### src/hdl/pmc_pkg.sv
// Shared constants and types for the front-panel mode controller.
package pmc_pkg;
  localparam int LEVEL_W = 7;
  localparam logic [LEVEL_W-1:0] LEVEL_MAX = 7'h7f;
  localparam logic [LEVEL_W-1:0] GAIN_RST = 7'h00;
  localparam logic [LEVEL_W-1:0] VOL_RST = 7'h00;
  localparam int NUM_OPT = 6;
  // Option button positions.
  localparam int OPT_SRC = 0;
  localparam int OPT_FILTER = 1;
  localparam int OPT_PHANTOM = 2;
  localparam int OPT_PAD = 3;
  localparam int OPT_POLARITY = 4;
  localparam int OPT_LINK = 5;
  // One-hot source positions.
  localparam int SRC_MIC = 0;
  localparam int SRC_LINE = 1;
  localparam int SRC_INST = 2;
  // Register offsets of the software port.
  localparam int ADDR_W = 4;
  localparam logic [ADDR_W-1:0] REG_PANEL = 4'h0;
  localparam logic [ADDR_W-1:0] REG_GAIN1 = 4'h1;
  localparam logic [ADDR_W-1:0] REG_GAIN2 = 4'h2;
  localparam logic [ADDR_W-1:0] REG_SPK_VOL = 4'h3;
  localparam logic [ADDR_W-1:0] REG_HP_VOL = 4'h4;
  localparam logic [ADDR_W-1:0] REG_OPT1 = 4'h5;
  localparam logic [ADDR_W-1:0] REG_OPT2 = 4'h6;
  localparam logic [ADDR_W-1:0] REG_STATUS = 4'h7;
  // Bits of the panel register.
  localparam int PANEL_MODE = 0;
  localparam int PANEL_CHAN = 1;
  localparam int PANEL_OUT = 2;
  localparam int PANEL_MUTE = 3;
  // Bits of the option registers: 0..4 options, 5 line source.
  localparam int OPTREG_LINE = 5;
  // Indicator encodings.
  localparam logic [1:0] IND_OFF = 2'h0;
  localparam logic [1:0] IND_DIM = 2'h1;
  localparam logic [1:0] IND_BRIGHT = 2'h2;
  typedef enum logic {PMC_MODE_INPUT, PMC_MODE_OUTPUT} pmc_mode_t;
endpackage

### src/hdl/pmc_panel_mode_controller.sv
// Front-panel mode controller: modes, selections, levels, options and indicators.
//
// Behaviour
// - Two exclusive modes; each mode button enters its mode; controls act on it.
// - Input button enters input mode, or toggles channel when already there.
// - Output button enters output mode, or toggles speaker/headphone when already there.
// - Knob press in input mode toggles the selected channel.
// - Knob press in output mode with speaker selected toggles speaker mute.
// - Mute never silences headphones; press with headphones selected keeps mute.
// - Muted speaker shows red selection indicator and red ring when speaker selected.
// - Clockwise knob in output mode raises the selected output volume.
// - Clockwise knob in input mode raises the selected channel gain, or both gains while linked.
// - Ring shows gain of selected channel or volume of selected output.
// - Six option settings per channel; buttons change the selected channel, or both while linked.
// - Option indicators are dim, bright, or unlit when unavailable.
// - Output mode ignores option buttons and leaves option indicators unlit.
// - Instrument plug forces channel 1 to instrument source; never channel 2.
// - Source option button alternates selected channel between mic and line.
// - Source is one-hot; source indicators show the selected channel's source.
// - Speaker and headphone volumes are separate; rotation changes only the selected one.
// - Panel gain, source and option changes affect the selected channel, or both channels while linked.
// - Software may change every panel setting in any mode.
// - Link cannot be enabled with instrument plugged; linked adjustments hit both channels.
//
// The placing of the registers and the address-and-strobe port were left to the implementer.
`timescale 1ns/1ns
module pmc_panel_mode_controller #(
  parameter int LW = pmc_pkg::LEVEL_W
) (
  input wire logic clk,
  input wire logic rst,
  input wire logic ce,
  input wire logic in_mode_btn,
  input wire logic out_mode_btn,
  input wire logic knob_press,
  input wire logic knob_cw,
  input wire logic knob_ccw,
  input wire logic [pmc_pkg::NUM_OPT-1:0] opt_btn,
  input wire logic inst_plug,
  input wire logic [pmc_pkg::ADDR_W-1:0] reg_addr,
  input wire logic [7:0] reg_wdata,
  input wire logic reg_wr,
  input wire logic reg_rd,
  output logic [7:0] reg_rdata,
  output logic [LW-1:0] ring_level,
  output logic ring_red,
  output logic first_channel_indicator,
  output logic second_channel_indicator,
  output logic spk_sel_green,
  output logic spk_sel_red,
  output logic hp_sel_ind,
  output logic [2:0] src_ind,
  output logic [2*pmc_pkg::NUM_OPT-1:0] opt_ind,
  output logic [2:0] ch1_src,
  output logic [2:0] ch2_src,
  output logic [LW-1:0] gain1,
  output logic [LW-1:0] gain2,
  output logic [LW-1:0] spk_vol,
  output logic [LW-1:0] hp_vol,
  output logic spk_mute
);
  import pmc_pkg::*;

  // Pin inputs pass three flops; an edge is taken once the second and third agree.
  localparam int NPIN = 5 + NUM_OPT;
  logic [NPIN-1:0] pin_s1;
  logic [NPIN-1:0] pin_s2;
  logic [NPIN-1:0] pin_s3;
  logic [NPIN-1:0] pin_lvl;
  logic [NPIN-1:0] pin_rise;
  logic inst_lvl;

  pmc_mode_t mode;
  logic chan;
  logic out_hp;
  logic [LW-1:0] gain [2];
  logic [NUM_OPT-2:0] opts [2];
  logic line_sel [2];

  always_ff @(posedge clk) begin
    if (rst) begin
      pin_s1 <= '0;
      pin_s2 <= '0;
      pin_s3 <= '0;
      pin_lvl <= '0;
      inst_lvl <= 1'b0;
    end else if (ce) begin
      pin_s1 <= {inst_plug, in_mode_btn, out_mode_btn, knob_press, knob_cw, opt_btn[0], opt_btn[1],
                 opt_btn[2], opt_btn[3], opt_btn[4], opt_btn[5]};
      pin_s2 <= pin_s1;
      pin_s3 <= pin_s2;
      for (int i = 0; i < NPIN; i++) begin
        if (pin_s2[i] == pin_s3[i]) begin
          pin_lvl[i] <= pin_s3[i];
        end
      end
      inst_lvl <= pin_lvl[NPIN-1];
    end
  end

  // Counter-clockwise uses its own synchroniser; it shares the agreement rule.
  logic ccw_s1;
  logic ccw_s2;
  logic ccw_s3;
  logic ccw_lvl;
  logic ccw_prev;
  logic [NPIN-1:0] pin_prev;
  always_ff @(posedge clk) begin
    if (rst) begin
      ccw_s1 <= 1'b0;
      ccw_s2 <= 1'b0;
      ccw_s3 <= 1'b0;
      ccw_lvl <= 1'b0;
      ccw_prev <= 1'b0;
      pin_prev <= '0;
    end else if (ce) begin
      ccw_s1 <= knob_ccw;
      ccw_s2 <= ccw_s1;
      ccw_s3 <= ccw_s2;
      if (ccw_s2 == ccw_s3) begin
        ccw_lvl <= ccw_s3;
      end
      ccw_prev <= ccw_lvl;
      pin_prev <= pin_lvl;
    end
  end

  assign pin_rise = pin_lvl & ~pin_prev;

  logic ev_in;
  logic ev_out;
  logic ev_press;
  logic ev_cw;
  logic ev_ccw;
  logic [NUM_OPT-1:0] ev_opt;
  assign ev_in = pin_rise[NPIN-2];
  assign ev_out = pin_rise[NPIN-3];
  assign ev_press = pin_rise[NPIN-4];
  assign ev_cw = pin_rise[NPIN-5];
  assign ev_ccw = ccw_lvl & ~ccw_prev;
  always_comb begin
    for (int i = 0; i < NUM_OPT; i++) begin
      ev_opt[i] = pin_rise[NUM_OPT-1-i];
    end
  end

  // Saturating step: rotation stops at the ends instead of wrapping.
  function automatic logic [LW-1:0] step(input logic [LW-1:0] v, input logic up, input logic dn);
    logic [LW-1:0] r;
    r = v;
    if (up && v != LW'(LEVEL_MAX)) begin
      r = v + LW'(1);
    end else if (dn && v != '0) begin
      r = v - LW'(1);
    end
    return r;
  endfunction

  logic sw_wr_panel;
  assign sw_wr_panel = reg_wr && reg_addr == REG_PANEL;
  logic linked;
  assign linked = opts[0][OPT_LINK-1] | opts[1][OPT_LINK-1];
  logic in_act;
  assign in_act = mode == PMC_MODE_INPUT;

  // Mode, channel and output selection.
  always_ff @(posedge clk) begin
    if (rst) begin
      mode <= PMC_MODE_INPUT;
      chan <= 1'b0;
      out_hp <= 1'b0;
    end else if (ce) begin
      if (sw_wr_panel) begin
        mode <= reg_wdata[PANEL_MODE] ? PMC_MODE_OUTPUT : PMC_MODE_INPUT;
        chan <= reg_wdata[PANEL_CHAN];
        out_hp <= reg_wdata[PANEL_OUT];
      end else if (ev_in) begin
        if (in_act) begin
          chan <= ~chan;
        end else begin
          mode <= PMC_MODE_INPUT;
        end
      end else if (ev_out) begin
        if (!in_act) begin
          out_hp <= ~out_hp;
        end else begin
          mode <= PMC_MODE_OUTPUT;
        end
      end else if (ev_press && in_act) begin
        chan <= ~chan;
      end
    end
  end

  // Speaker mute and output volumes.
  always_ff @(posedge clk) begin
    if (rst) begin
      spk_mute <= 1'b0;
      spk_vol <= VOL_RST;
      hp_vol <= VOL_RST;
    end else if (ce) begin
      if (sw_wr_panel) begin
        spk_mute <= reg_wdata[PANEL_MUTE];
      end else if (ev_press && !in_act && !out_hp) begin
        spk_mute <= ~spk_mute;
      end
      if (reg_wr && reg_addr == REG_SPK_VOL) begin
        spk_vol <= reg_wdata[LW-1:0];
      end else if (!in_act && !out_hp) begin
        spk_vol <= step(spk_vol, ev_cw, ev_ccw);
      end
      if (reg_wr && reg_addr == REG_HP_VOL) begin
        hp_vol <= reg_wdata[LW-1:0];
      end else if (!in_act && out_hp) begin
        hp_vol <= step(hp_vol, ev_cw, ev_ccw);
      end
    end
  end

  // Per-channel gain, source and options; link copies panel changes to both channels.
  always_ff @(posedge clk) begin
    if (rst) begin
      for (int c = 0; c < 2; c++) begin
        gain[c] <= GAIN_RST;
        opts[c] <= '0;
        line_sel[c] <= 1'b0;
      end
    end else if (ce) begin
      for (int c = 0; c < 2; c++) begin
        if (reg_wr && reg_addr == (c == 0 ? REG_GAIN1 : REG_GAIN2)) begin
          gain[c] <= reg_wdata[LW-1:0];
        end else if (in_act && (chan == c[0] || linked)) begin
          gain[c] <= step(gain[c], ev_cw, ev_ccw);
        end
        if (reg_wr && reg_addr == (c == 0 ? REG_OPT1 : REG_OPT2)) begin
          opts[c] <= reg_wdata[NUM_OPT-2:0];
          line_sel[c] <= reg_wdata[OPTREG_LINE];
          if (inst_lvl) begin
            opts[c][OPT_LINK-1] <= 1'b0;
          end
        end else if (in_act && (chan == c[0] || linked)) begin
          if (ev_opt[OPT_SRC]) begin
            line_sel[c] <= ~line_sel[c];
          end
          for (int k = 1; k < NUM_OPT - 1; k++) begin
            if (ev_opt[k]) begin
              opts[c][k-1] <= ~opts[c][k-1];
            end
          end
          if (ev_opt[OPT_LINK] && !inst_lvl) begin
            opts[c][OPT_LINK-1] <= ~opts[c][OPT_LINK-1];
          end
        end
      end
    end
  end

  // Active source: instrument overrides channel 1 only; otherwise mic or line, one-hot.
  logic [2:0] src_c [2];
  always_comb begin
    for (int c = 0; c < 2; c++) begin
      src_c[c] = '0;
      if (c == 0 && inst_lvl) begin
        src_c[c][SRC_INST] = 1'b1;
      end else if (line_sel[c]) begin
        src_c[c][SRC_LINE] = 1'b1;
      end else begin
        src_c[c][SRC_MIC] = 1'b1;
      end
    end
  end

  // Availability: phantom and pad need the mic source; link needs no instrument.
  logic [NUM_OPT-1:0] avail;
  logic [NUM_OPT-1:0] active;
  always_comb begin
    avail = '1;
    avail[OPT_PHANTOM] = src_c[chan][SRC_MIC];
    avail[OPT_PAD] = src_c[chan][SRC_MIC];
    avail[OPT_LINK] = !inst_lvl;
    active = {opts[chan], 1'b1};
  end

  // Indicator and level outputs, all registered.
  always_ff @(posedge clk) begin
    if (rst) begin
      ring_level <= '0;
      ring_red <= 1'b0;
      first_channel_indicator <= 1'b0;
      second_channel_indicator <= 1'b0;
      spk_sel_green <= 1'b0;
      spk_sel_red <= 1'b0;
      hp_sel_ind <= 1'b0;
      src_ind <= '0;
      opt_ind <= '0;
      ch1_src <= '0;
      ch2_src <= '0;
      gain1 <= '0;
      gain2 <= '0;
    end else if (ce) begin
      ring_level <= in_act ? gain[chan] : (out_hp ? hp_vol : spk_vol);
      ring_red <= !in_act && !out_hp && spk_mute;
      first_channel_indicator <= in_act && !chan;
      second_channel_indicator <= in_act && chan;
      spk_sel_green <= !in_act && !out_hp && !spk_mute;
      spk_sel_red <= !in_act && !out_hp && spk_mute;
      hp_sel_ind <= !in_act && out_hp;
      src_ind <= src_c[chan];
      for (int k = 0; k < NUM_OPT; k++) begin
        if (!in_act || !avail[k]) begin
          opt_ind[2*k +: 2] <= IND_OFF;
        end else begin
          opt_ind[2*k +: 2] <= active[k] ? IND_BRIGHT : IND_DIM;
        end
      end
      ch1_src <= src_c[0];
      ch2_src <= src_c[1];
      gain1 <= gain[0];
      gain2 <= gain[1];
    end
  end

  // Read port: data stand in the cycle after the read strobe.
  always_ff @(posedge clk) begin
    if (rst) begin
      reg_rdata <= '0;
    end else if (ce) begin
      reg_rdata <= '0;
      if (reg_rd) begin
        case (reg_addr)
          REG_PANEL: reg_rdata <= {4'h0, spk_mute, out_hp, chan, mode == PMC_MODE_OUTPUT};
          REG_GAIN1: reg_rdata <= 8'(gain[0]);
          REG_GAIN2: reg_rdata <= 8'(gain[1]);
          REG_SPK_VOL: reg_rdata <= 8'(spk_vol);
          REG_HP_VOL: reg_rdata <= 8'(hp_vol);
          REG_OPT1: reg_rdata <= {2'h0, line_sel[0], opts[0]};
          REG_OPT2: reg_rdata <= {2'h0, line_sel[1], opts[1]};
          REG_STATUS: reg_rdata <= {4'h0, inst_lvl, src_c[chan]};
          default: reg_rdata <= '0;
        endcase
      end
    end
  end
endmodule

### config.mk
export PLATFORM = sky130hd
export DESIGN_NAME = pmc_panel_mode_controller
export DESIGN_NICKNAME = d
export VERILOG_FILES = /design/src/hdl/pmc_pkg.sv /design/src/hdl/pmc_panel_mode_controller.sv
export SDC_FILE = /design/constraint.sdc
export NUM_CORES = 1
export LEC_CHECK = 0
export BUFFER_PORTS_ARGS = -buffer_cell sky130_fd_sc_hd__buf_2
export CORE_ASPECT_RATIO = 0.7
export CORE_MARGIN = 2
export CORE_UTILIZATION = 30
export CTS_CLUSTER_DIAMETER = 100
export DETAILED_ROUTE_END_ITERATION = 6
export GPL_TIMING_DRIVEN = 0
export SYNTH_ARGS = -nofsm -noshare
export SYNTH_HDL_FRONTEND = slang
export SYNTH_SLANG_ARGS = --single-unit
### constraint.sdc
create_clock -name clk -period 2.53 [get_ports clk]
set_input_delay 0.3795 -clock clk [delete_from_list [all_inputs] [get_ports clk]]
set_output_delay 0.3795 -clock clk [all_outputs]
set_load 0.1 [all_outputs]
# After elaboration in Yosys (flattened, before gate mapping)
# Memory sizes are Yosys's and may differ from the RTL's. A register that Yosys moved wholly into a read port is not among the register bits.
# Cells that the tools add are included.
# totals
mem_bits_rw	26
output_inout_bits	71
elab_cells	377
input_bits	29
regBits	132
memories	3
# memory_table
name	words	width	rd	rd_ports_with_merged_regs	wr	line_no	source
gain	2	7	3	1	2	pmc_panel_mode_controller.sv:76	logic [LW-1:0] gain [2];
opts	2	5	3	1	2	pmc_panel_mode_controller.sv:77	logic [NUM_OPT-2:0] opts [2];
line_sel	2	1	2	0	2	pmc_panel_mode_controller.sv:78	logic line_sel [2];
# op_classes
n_eq_ne	26
reduce_logical	68
add_sub_neg	8
mux	187
bitwise	44
n_lt_le_gt_ge	1
# op_table
operator	n
two-way mux 7 bit	27
two-way mux 1 bit	142
one-hot mux 7 bit (8 select lines)	1
adder 7 x 1 -> 7 bit, second input constant	4
inequality test 7 bit, second input constant	4
AND reduction 2 bit	14
nonzero test 7 bit	4
subtractor 7 x 1 -> 7 bit, second input constant	4
logical AND 1 bit	27
two-way mux 2 bit	12
bitwise OR 1 bit	23
inverter 1 bit	17
== test 4 x 3 -> 1 bit, second input constant	4
== test 1 bit	12
nonzero test 3 bit	4
AND 10 bit	1
two-way mux 5 bit	2
inverter 10 bit	1
nonzero test 2 bit	5
two-way mux 3 bit	3
== test 4 x 2 -> 1 bit, second input constant	2
AND reduction 4 bit	2
AND reduction 3 bit	2
zero test 1 bit	5
9 further kinds	12

# Depth between registers and ports, before layout
# Gate-level depths: netlist (run 1).
# depth
word_depth	10
ltp_mapped	10
depth_no_buf	9

# Least setup slack after synthesis (run 1)
# OpenSTA, ideal clock, no wires.
# synth_path
path_kind	register to register
start	register hp_vol[0]
end	register hp_vol[6]
stages_incl_launch_ff	10
n_path_buf	1
path_slack_ps	-974
arrival_ps	3416
setup_time_ps	87
period_less_slack_ps	3504
required_time_ps	2443
cell_sequence	dfxtp_1 -> clkbuf_1 -> nand4_1 -> o21ai_0 -> ha_1 -> a211oi_1 -> o21bai_1 -> a2111oi_0 -> a211oi_1 -> o31ai_1
# synth_between
elab_chain_cells	5
word_cells_on_any_way	12
cone_classes	2 x add/sub; 1 x eq/ne; 4 x mux; 5 x reduce/logical
# synth_rtl
item	line_no	source
from (decl)	pmc_panel_mode_controller.sv:59	output logic [LW-1:0] hp_vol,
from (signal assigned)	pmc_panel_mode_controller.sv:213	hp_vol <= reg_wdata[LW-1:0];
from (signal assigned)	pmc_panel_mode_controller.sv:215	hp_vol <= step(hp_vol, ev_cw, ev_ccw);
subtractor 7 x 1 -> 7 bit or inequality test 7 bit (tied branches)	pmc_panel_mode_controller.sv:154, pmc_panel_mode_controller.sv:151	
two-way mux 7 bit or logical AND 1 bit (tied branches)	pmc_panel_mode_controller.sv:153, pmc_panel_mode_controller.sv:151	
two-way mux 7 bit	pmc_panel_mode_controller.sv:151	if (up && v != LW'(LEVEL_MAX)) begin
two-way mux 7 bit	pmc_panel_mode_controller.sv:214	end else if (!in_act && out_hp) begin
two-way mux 7 bit	pmc_panel_mode_controller.sv:212	if (reg_wr && reg_addr == REG_HP_VOL) begin
# Parallel ways exist; a longest one is shown, timed or not. The select of a mux whose other input is x is not followed.
# A chain may end at the register's enable or synchronous reset.

==> impl_metrics.py, run 1 <==
metrics = {
    "run_status": {
        "outcome": "completed",
    },
    "logic_synthesis": {
        "ys.flop_type": "dfxtp_1",
        "ys_seq_area_frac": 0.401,
        "yosysWarningCount": 0,
        "netlist_instances": 963,
        "synth.distinct_cells": 81,
        "synth_area_sq_mm": 0.00849,
        "synth_edf_count": 26,
        "synth-seq-cells": 157,
        "synth.avg_cell_area_sq_um": 8.81,
        "async_reset_ff_frac": 0,
    },
    "setup_path": {
        "r2r-start": "pin_lvl[6]",
        "r2r_end": "gain[1][6]",
        "required_ns": 2.72,
        "cp-end-kind": "flop",
        "path_max_fanout": 10,
        "cp.arrival_ns": 2.65,
        "slowest_stage": "fa_1",
        "crit_type": "flop to flop",
        "cp-start-kind": "flop",
        "rr_worst_depth": 10,
        "r2r_setup_slack_ns": 0.08,
        "path_cells": "nor2b_4 > buf_8 > o31a_1 > inv_2 > fa_1 > a21o_1 > a21oi_2 > o21ai_1 > xnor2_1 > a21oi_1",
        "crit_path_max_incr_delay_ns": 0.41,
    },
    "placement": {
        "dpl.hpwl_um": 23100,
        "place_congestion": 0.955,
        "dp_slack_ns": -0.676,
        "postPlaceCellArea_sq_mm": 0.00948,
        "place_inst": 1428,
        "port_buffers": 92,
    },
    "hold_path": {
        "hp-start": "out_mode_btn",
        "hold_path_depth": 3,
        "min_to": "pin_s1[8]",
        "min_path_type": "input port to flop",
    },
    "power": {
        "pwr_density_cell_mw_per_mm2": 618,
        "ir_drop_uv": 444,
        "comb_power_share": 0.169,
        "p_leak_nw": 4.34,
        "swShare": 0.308,
        "clockPowerShare": 0.412,
        "finalPower_w": 0.00644,
        "pwr-share-seq": 0.419,
        "p_int_w": 0.00446,
        "p_sw_w": 0.00198,
    },
    "floorplan": {
        "initial_core_util": 0.305,
        "core-area_sq_mm": 0.0278,
        "die_area_sq_mm": 0.0297,
        "chipWidth_um": 205,
        "io_pins": 100,
        "rows": 51,
        "dieHeight_um": 145,
    },
    "sta": {
        "hold_viol_final": 0,
        "min_period_ns": 2.45,
        "drv_slew": 0,
        "fin_ws_ns": 0.0782,
        "finClkSkew_ns": 0.0137,
        "maxSlewHeadroom": 0.331,
        "rsz0062_at_grt": "false",
        "max_freq_ghz": 0.408,
        "setup_violations": 0,
        "tightest_slew_ns": 1.00,
        "fin_crit_sh": 0.969,
    },
    "route": {
        "drt-pass1-iter-count": 7,
        "drc": 0,
        "vias": 8063,
        "ant_nets": 0,
        "routed_wl_um": 30900,
        "drt_iter0_drc": 910,
        "routedWlPerCell_um": 20.7,
        "avgViaCountPerCell": 5.42,
    },
    "run": {
        "maxCapViolCount": 0,
    },
    "clocking": {
        "htree_levels": 4,
        "cts_buffers": 17,
        "cts.path.max_buffers": 2,
        "insertion_delay_ns": 0.44,
        "cts_tree": "built",
        "cts_root_buf": "clkbuf_16",
        "cts.sink_count": 157,
        "cts.clk_slew.worst_paths_ns": 0.07,
    },
    "cells_and_area": {
        "layout_common_cells": "nor2_1, dfxtp_1, buf_2, mux2i_1, nand2_1",
        "final_area_sq_mm": 0.0104,
        "fill_cells": 2885,
        "layout-drive-gt1-share": 0.205,
        "final_cells": 1487,
        "layout.nets": 1155,
        "final_common_cell": "nor2_1",
        "syn_to_final_growth_pct": 22.8,
    },
    "grt": {
        "antenna_found_initial": 1,
        "grt_pass1_wl_um": 45800,
        "track_usage": 0.209,
        "grt_pass1_vias": 7387,
        "grt_overflow": 0,
        "grt_max_degree": 17,
    },
}
[flip-flops by register name, summed over array words and instances, names as in the netlist, 2 cells and up, named ones only]
| register | count |
|---|---|
| ch2_src | 2 |
| gain2 | 7 |
| reg_rdata | 7 |
| src_ind | 3 |
| opt_ind | 11 |
| spk_vol | 7 |
| ch1_src | 3 |
| hp_vol | 7 |
| pin_lvl | 11 |
| pin_s3 | 11 |
| line_sel | 2 |
| pin_s2 | 11 |
| gain | 14 |
| ring_level | 7 |
| pin_prev | 10 |
| gain1 | 7 |
| pin_s1 | 11 |
| opts | 10 |
[per-stage QoR]
stage                     TNS [ns]  hold WS (ns)  utilization
after global routing             0         0.186        0.375
after detailed placement    -13.70         0.450        0.341
after CTS                        0         0.163        0.368
after floorplan            -0.0128         0.436            -
final                            0         0.178        0.375
after global placement      -13.56         0.443        0.341
[routing by layer]
layer  GRT usage  up-vias  routed length, um
met3      0.0575       33               3340
met5           0        -                  0
met2       0.295      377              12400
met1       0.309     3874              14600
li1            -     3779                  -
met4      0.0530        0                488
[critical path: cells and delay by family, from the launching register on]
family          cells  cell delay, ns
buf+inv             2            0.29
simple gates        1            0.19
flops               1            0.37
fa+ha+maj           1            0.41
xor+xnor            1            0.17
compound gates      5            0.78
[final cells by class]
class	count	area [sq um]	share of cell area
clock inverter	9	93.8	0.00900
multi-input combinational	728	4880	0.469
buffer	68	323	0.0310
sequential	157	3440	0.330
antenna	1	2.50	0.000240
timing repair buffer	118	659	0.0633
inverter	12	45.0	0.00432
tap	371	464	0.0445
clock buffer	23	510	0.0490
[power by group through the flow]
stage | combinational (W) | sequential (W) | clock (W)
after floorplan | 0.000458 | 0.00303 | 0
after global placement | 0.000985 | 0.00278 | 0
after detailed placement | 0.000991 | 0.00278 | 0
after CTS | 0.00103 | 0.00270 | 0.00270
after global routing | 0.00114 | 0.00271 | 0.00279
final | 0.00109 | 0.00270 | 0.00266
[cell usage after synthesis (7+ instances only)]
library cell / count / area (sq um)
a211oi_1: 18 / 135
a21o_1: 16 / 120
a21oi_1: 67 / 335
a22oi_1: 16 / 120
a311oi_1: 7 / 61.3
a31oi_1: 10 / 62.6
and2_1: 9 / 56.3
buf_1: 23 / 86.3
buf_2: 16 / 80.1
clkbuf_1: 25 / 93.8
dfxtp_1: 131 / 2620
edfxtp_1: 26 / 781
ha_1: 20 / 250
inv_1: 11 / 41.3
mux2i_1: 92 / 921
nand2_1: 87 / 327
nand2b_1: 9 / 56.3
nand3_1: 22 / 110
nand4_1: 11 / 68.8
nor2_1: 120 / 450
nor2b_1: 27 / 169
nor3_1: 9 / 45.0
o21ai_0: 53 / 265
o22ai_1: 13 / 81.3
o31ai_1: 8 / 60.1
xnor2_1: 13 / 114
[cells by family after synthesis]
logic type,synth area share
compound gates,0.201
xor+xnor,0.0175
fa+ha+maj,0.0389
buf+inv,0.0395
flops,0.401
mux,0.113
other cells,0.000442
simple gates,0.188
[repair_timing]
action	4_1_cts	5_1_grt
gates cloned	0	0
setup buffers	12	14
pin swaps	2	10
endpoints found under the setup margin	27	25
hold buffers	0	0
gates resized for setup	16	24
[worst max path at each step]
stage                from    endpoint  slack, ns  depth (start not counted)
6_report       pin_lvl[6]  gain[1][6]       0.08                         10
5_1_grt         hp_vol[0]   hp_vol[6]      0.003                          9
4_1_cts        gain[0][6]  gain[0][5]      0.002                          8
3_5_place_dp   pin_lvl[6]  gain[0][6]      -0.68                          9
3_3_place_gp   pin_lvl[6]  gain[0][6]      -0.69                          9
2_1_floorplan   hp_vol[0]   hp_vol[6]      -0.01                          9
(Power assumes the default switching activity.)
==> run 2, diff against run 1 <==
Settings changed: GPL_TIMING_DRIVEN 0 to not set, RECOVER_POWER set to 50.
Clock period 2.53 ns to 2.7 ns, I/O delays scaled along.
==> run 2 against run 1 <==
Net effect: final cell count shrank 2.5%; largest power group unchanged; critical path type unchanged; clock-buffer cell count shrank 6; worst hold slack gained 0.033 ns; wire length shrank 14%; via count shrank 5.2%; highest routed layer unchanged; maximum frequency shrank 3.6%.
==> impl_metrics.py, run 2 (same netlist as run 1, synthesis figures left out) <==
metrics = {
    "cells_and_area": {
        "final_area_sq_mm": 0.0102,
        "regMostFlops": "gain",
        "layout-drive-gt1-share": 0.176,
        "final_common_cell": "nor2_1",
        "antenna_cells": 0,
        "layout_common_cells": "nor2_1, dfxtp_1, mux2i_1, nand2_1, a21oi_1",
        "largest_register_ffs": 14,
        "layout.nets": 1119,
        "syn_to_final_growth_pct": 19.8,
    },
    "floorplan": {
        "core-area_sq_mm": 0.0278,
        "io_pins": 100,
        "die_area_sq_mm": 0.0297,
        "initial_core_util": 0.305,
        "dieHeight_um": 145,
        "chipWidth_um": 205,
        "rows": 51,
    },
    "grt": {
        "grt_pass1_vias": 6980,
        "track_usage": 0.180,
        "grt_pass1_wl_um": 40600,
        "grt_overflow": 0,
        "antenna_found_initial": 1,
        "grt_max_degree": 129,
    },
    "route": {
        "drt_iter0_drc": 752,
        "drt-pass1-iter-count": 6,
        "vias": 7641,
        "drc": 0,
        "routedWlPerCell_um": 18.3,
        "routed_wl_um": 26600,
        "ant_nets": 0,
        "avgViaCountPerCell": 5.27,
    },
    "clocking": {
        "insertion_delay_ns": 0.44,
        "cts_tree": "built",
        "cts.clk_slew.worst_paths_ns": 0.07,
        "postCtsHoldBufs": 0,
        "cts_buffers": 17,
        "htree_levels": 4,
        "cts.path.max_buffers": 2,
        "cts.sink_count": 157,
        "cts_root_buf": "clkbuf_16",
    },
    "setup_path": {
        "path_max_fanout": 12,
        "cp_common_cell": "a21oi_1",
        "crit_path_max_incr_delay_ns": 0.43,
        "r2r-start": "pin_lvl[6]",
        "cp-end-kind": "flop",
        "rr_worst_depth": 10,
        "slowest_stage": "fa_1",
        "crit_type": "flop to flop",
        "r2r_end": "gain[1][6]",
        "cp-start-kind": "flop",
        "r2r_setup_slack_ns": 0.16,
        "cp.arrival_ns": 2.72,
        "critPathBufInv": 2,
        "path_cells": "nor2b_1 > buf_12 > o31a_1 > inv_1 > fa_1 > a21o_1 > a21oi_1 > o21ai_0 > xnor2_1 > a21oi_1",
        "crit_family": "compound AO/OA/AOI/OAI gates",
        "cp.depth": 10,
        "required_ns": 2.88,
    },
    "sta": {
        "finClkSkew_ns": 0.0139,
        "hold_viol_final": 0,
        "maxSlewHeadroom": 0.00717,
        "max_freq_ghz": 0.393,
        "fin_ws_ns": 0.158,
        "tightest_slew_ns": 1.49,
        "drv_slew": 0,
        "setup_violations": 0,
        "rsz0062_at_grt": "false",
        "fin_crit_sh": 0.942,
        "min_period_ns": 2.54,
        "hold-worst-slack_ns": 0.210,
    },
    "placement": {
        "port_buffers": 95,
        "dpl.hpwl_um": 19300,
        "dp_slack_ns": 0.135,
        "place_congestion": 0.932,
        "postPlaceCellArea_sq_mm": 0.00961,
    },
    "power": {
        "p_int_w": 0.00403,
        "p_sw_w": 0.00186,
        "comb_power_share": 0.163,
        "pwr-share-seq": 0.428,
        "ir_drop_uv": 408,
        "swShare": 0.315,
        "clockPowerShare": 0.408,
        "pwr_density_cell_mw_per_mm2": 579,
        "p_leak_nw": 4.17,
    },
    "hold_path": {
        "min_path_type": "input port to flop",
        "hold_path_depth": 3,
        "hp-start": "out_mode_btn",
        "min_to": "pin_s1[8]",
    },
    "run_status": {
        "outcome": "completed",
    },
    "run": {
        "maxCapViolCount": 0,
    },
}
run 2: changes by cell type in the layout (fill, tap and decap cells not counted), sizes merged:
cell | previous run | this run
clkbuf | 48 | 49
clkinv | 3 | 6
inv | 16 | 19
buf | 161 | 118
diode | 1 | 0
run 2: final cells by class:
type	instances	area, sq um
clock buffers	17	425
repair buffers	150	875
fillers	2865	17700
multi-input cells	728	4780
well taps	371	464
clock inverters	15	155
flip-flops and latches	157	3430
inverters	12	45.0
run 2: power by group through the flow:
| stage | clock, W | combinational [W] | sequential (W) |
|---|---|---|---|
| floorplan | 0 | 0.000429 | 0.00284 |
| global placement | 0 | 0.000953 | 0.00257 |
| detailed placement | 0 | 0.000960 | 0.00257 |
| CTS | 0.00247 | 0.000963 | 0.00252 |
| global route | 0.00257 | 0.00102 | 0.00253 |
| finish | 0.00240 | 0.000960 | 0.00252 |
run 2: worst max-delay path by stage:
stage / slack, ns / startpoint / to
CTS: 0.13 / hp_vol[3] / hp_vol[6]
finish: 0.16 / pin_lvl[6] / gain[1][6]
global placement: 0.22 / pin_lvl[6] / gain[0][6]
floorplan: -0.03 / hp_vol[0] / hp_vol[6]
global route: 0.01 / hp_vol[3] / hp_vol[6]
detailed placement: 0.14 / hp_vol[3] / hp_vol[6]
run 2: through the flow:
stage               setup TNS, ns  std cells  total power (W)  utilization
floorplan                 -0.0318        965          0.00327            -
global placement                0       1416          0.00352        0.345
detailed placement              0       1416          0.00353        0.345
CTS                             0       1448          0.00595        0.366
global route                    0       1450          0.00611        0.365
finish                          0       1450          0.00588        0.365
run 2: what timing repair did:
action                     in CTS  in global routing
setup buffers                   0                  2
setup endpoints to repair       0                  2
gates resized for setup         0                  4
run 2: metal layers:
metal / vias up / global-route usage / part of all wire / wire length, um
met3: 23 / 0.0428 / 0.089 / 2360
met5: - / 0 / 0 / 0
met2: 296 / 0.258 / 0.41 / 10900
met4: 0 / 0.0451 / 0.012 / 314
li1: 3693 / - / - / -
met1: 3629 / 0.268 / 0.49 / 13000
run 2: worst reg2reg max path, cell delays in order (launching register included):
cell and delay [ns]:
dfxtp_1 0.32, nor2b_1 0.22, buf_12 0.18, o31a_1 0.19, inv_1 0.15, fa_1 0.44
a21o_1 0.17, a21oi_1 0.22, o21ai_0 0.16, xnor2_1 0.18, a21oi_1 0.09
==> run 3, diff against run 2 <==
Settings changed: CELL_PAD_IN_SITES_DETAIL_PLACEMENT set to 0, CELL_PAD_IN_SITES_GLOBAL_PLACEMENT set to 1, CORE_UTILIZATION 30 to 40, PLACE_DENSITY_LB_ADDON set to 0.1.
Clock period 2.7 ns to 2.4 ns, I/O delays scaled along.
==> run 3 against run 2 <==
Net effect: the flow now finishes with violations (max-capacitance violations, max-slew violations); clock power grew 15%; worst setup slack worse by 0.049 ns; clock skew fell by 0.0032 ns; clock-buffer cell count increased by 6; global-route usage increased by 6.6 points; maximum frequency up 11%; final cell count decreased by 5.0%; first-iteration DRC count is 4.8% lower; core utilization rose by 13 points; via count is 0.55% higher; largest cell class unchanged; largest power group unchanged.
==> impl_metrics.py, run 3 (same netlist as run 1, synthesis figures left out) <==
metrics = {
    "route": {
        "drt_iter0_drc": 716,
        "drt-pass1-iter-count": 5,
        "met3_length_um": 2190,
        "routed-wl-met2_um": 10800,
        "routed_wl_um": 26400,
        "avgViaCountPerCell": 5.58,
        "drc": 0,
        "ant_nets": 0,
        "wl_met1_um": 13100,
        "top_layer": "met5",
        "routedWlPerCell_um": 19.2,
        "vias": 7683,
    },
    "clocking": {
        "cts.clk_slew.worst_paths_ns": 0.07,
        "cts_tree": "built",
        "insertion_delay_ns": 0.44,
        "htree_levels": 4,
        "cts.sink_count": 157,
        "cts_root_buf": "clkbuf_16",
        "cts.path.max_buffers": 2,
        "cts_buffers": 17,
    },
    "sta": {
        "fin_tns_setup_ns": 0,
        "fin_crit_sh": 0.955,
        "tightest_slew_ns": 1.70,
        "max_freq_ghz": 0.436,
        "min_period_ns": 2.29,
        "hold_viol_final": 0,
        "hold-worst-slack_ns": 0.157,
        "rsz0062_at_grt": "true",
        "maxSlewHeadroom": -0.134,
        "setup_violations": 0,
        "drv_slew": 29,
        "finClkSkew_ns": 0.0107,
    },
    "grt": {
        "grt_pass1_vias": 7251,
        "antenna_found_initial": 3,
        "grt_overflow": 0,
        "grt_pass1_wl_um": 42000,
        "track_usage": 0.246,
        "grt_max_degree": 108,
    },
    "floorplan": {
        "die_area_sq_mm": 0.0224,
        "initial_core_util": 0.409,
        "io_pins": 100,
        "rows": 44,
        "dieHeight_um": 126,
        "core-area_sq_mm": 0.0208,
        "chipWidth_um": 178,
    },
    "run_status": {
        "outcome": "finished, violations left",
        "violations": "max-capacitance violations, max-slew violations",
    },
    "power": {
        "pwr_density_cell_mw_per_mm2": 648,
        "ir_drop_uv": 457,
        "p_leak_nw": 4.29,
    },
    "setup_path": {
        "path_max_fanout": 7,
        "cp-end-kind": "flop",
        "required_ns": 2.73,
        "cp.arrival_ns": 2.62,
        "cp-start-kind": "flop",
        "rr_worst_depth": 10,
        "crit_type": "flop to flop",
    },
    "placement": {
        "place_congestion": 0.853,
        "postPlaceCellArea_sq_mm": 0.00972,
        "port_buffers": 95,
        "place_inst": 1344,
        "dpl.hpwl_um": 19000,
    },
    "cells_and_area": {
        "regMostFlops": "gain",
        "layout-drive-gt1-share": 0.198,
        "utilization": 0.497,
        "final_common_cell": "nor2_1",
        "layout_common_cells": "nor2_1, dfxtp_1, mux2i_1, nand2_1, buf_2",
        "layout.nets": 1142,
        "syn_to_final_growth_pct": 21.4,
        "final_area_sq_mm": 0.0103,
        "final_cells": 1377,
        "largest_register_ffs": 14,
    },
    "hold_path": {
        "min_path_type": "input port to flop",
        "hold_path_depth": 3,
    },
    "run": {
        "maxCapViolCount": 1,
    },
}
run 3: final timing paths:
check,start,end,slack [ns]
setup reg to reg,pin_lvl[6],spk_vol[6],0.11
setup / recovery,pin_lvl[6],spk_vol[6],0.11
hold reg to reg,pin_s3[3],pin_lvl[3],0.46
hold / removal,knob_press,pin_s1[7],0.16
run 3: area by class of cell:
cell class                      instances  area [sq um]
Sequential cell                       157          3450
Clock inverter                          7          73.8
Multi-Input combinational cell        728          4850
Clock buffer                           23           520
Tap cell                              276           345
Inverter                               12          45.0
Timing Repair Buffer                  173          1020
Fill cell                            2055         10400
Antenna cell                            1          2.50
run 3: timing repair:
action | 4_1_cts | 5_1_grt
endpoints found under the setup margin | 0 | 10
resized for setup | 0 | 16
buffers inserted | 0 | 2
hold buffers | 0 | 0
hold endpoints to repair | 0 | 0
run 3: routing by layer:
| metal | global-route usage | vias to the layer above |
|---|---|---|
| li1 | - | 3753 |
| met1 | 0.372 | 3621 |
| met2 | 0.343 | 281 |
| met3 | 0.0676 | 26 |
| met4 | 0.0598 | 2 |
| met5 | 0 | - |
run 3: worst max-delay path: stages (launching register included):
cell	delay, ns
dfxtp_1	0.33
nor2b_1	0.12
buf_4	0.19
buf_4	0.19
o21ai_4	0.11
fa_1	0.43
a211oi_2	0.24
o21bai_1	0.10
a21oi_1	0.18
xor2_1	0.22
o21ai_2	0.08
run 3: where the power goes:
part	leakage, nW	internal (W)	switching [W]
Combinational	2.66	0.000317	0.000789
Sequential	1.34	0.00276	0.0000626
Clock	0.297	0.00163	0.00112
run 3: per-stage QoR:
stage / setup WS [ns] / total power, W
after floorplan: -0.0757 / 0.00367
after global placement: 0.0364 / 0.00398
after detailed placement: 0.0342 / 0.00399
after CTS: 0.0289 / 0.00673
after global routing: -0.00690 / 0.00694
final: 0.108 / 0.00668
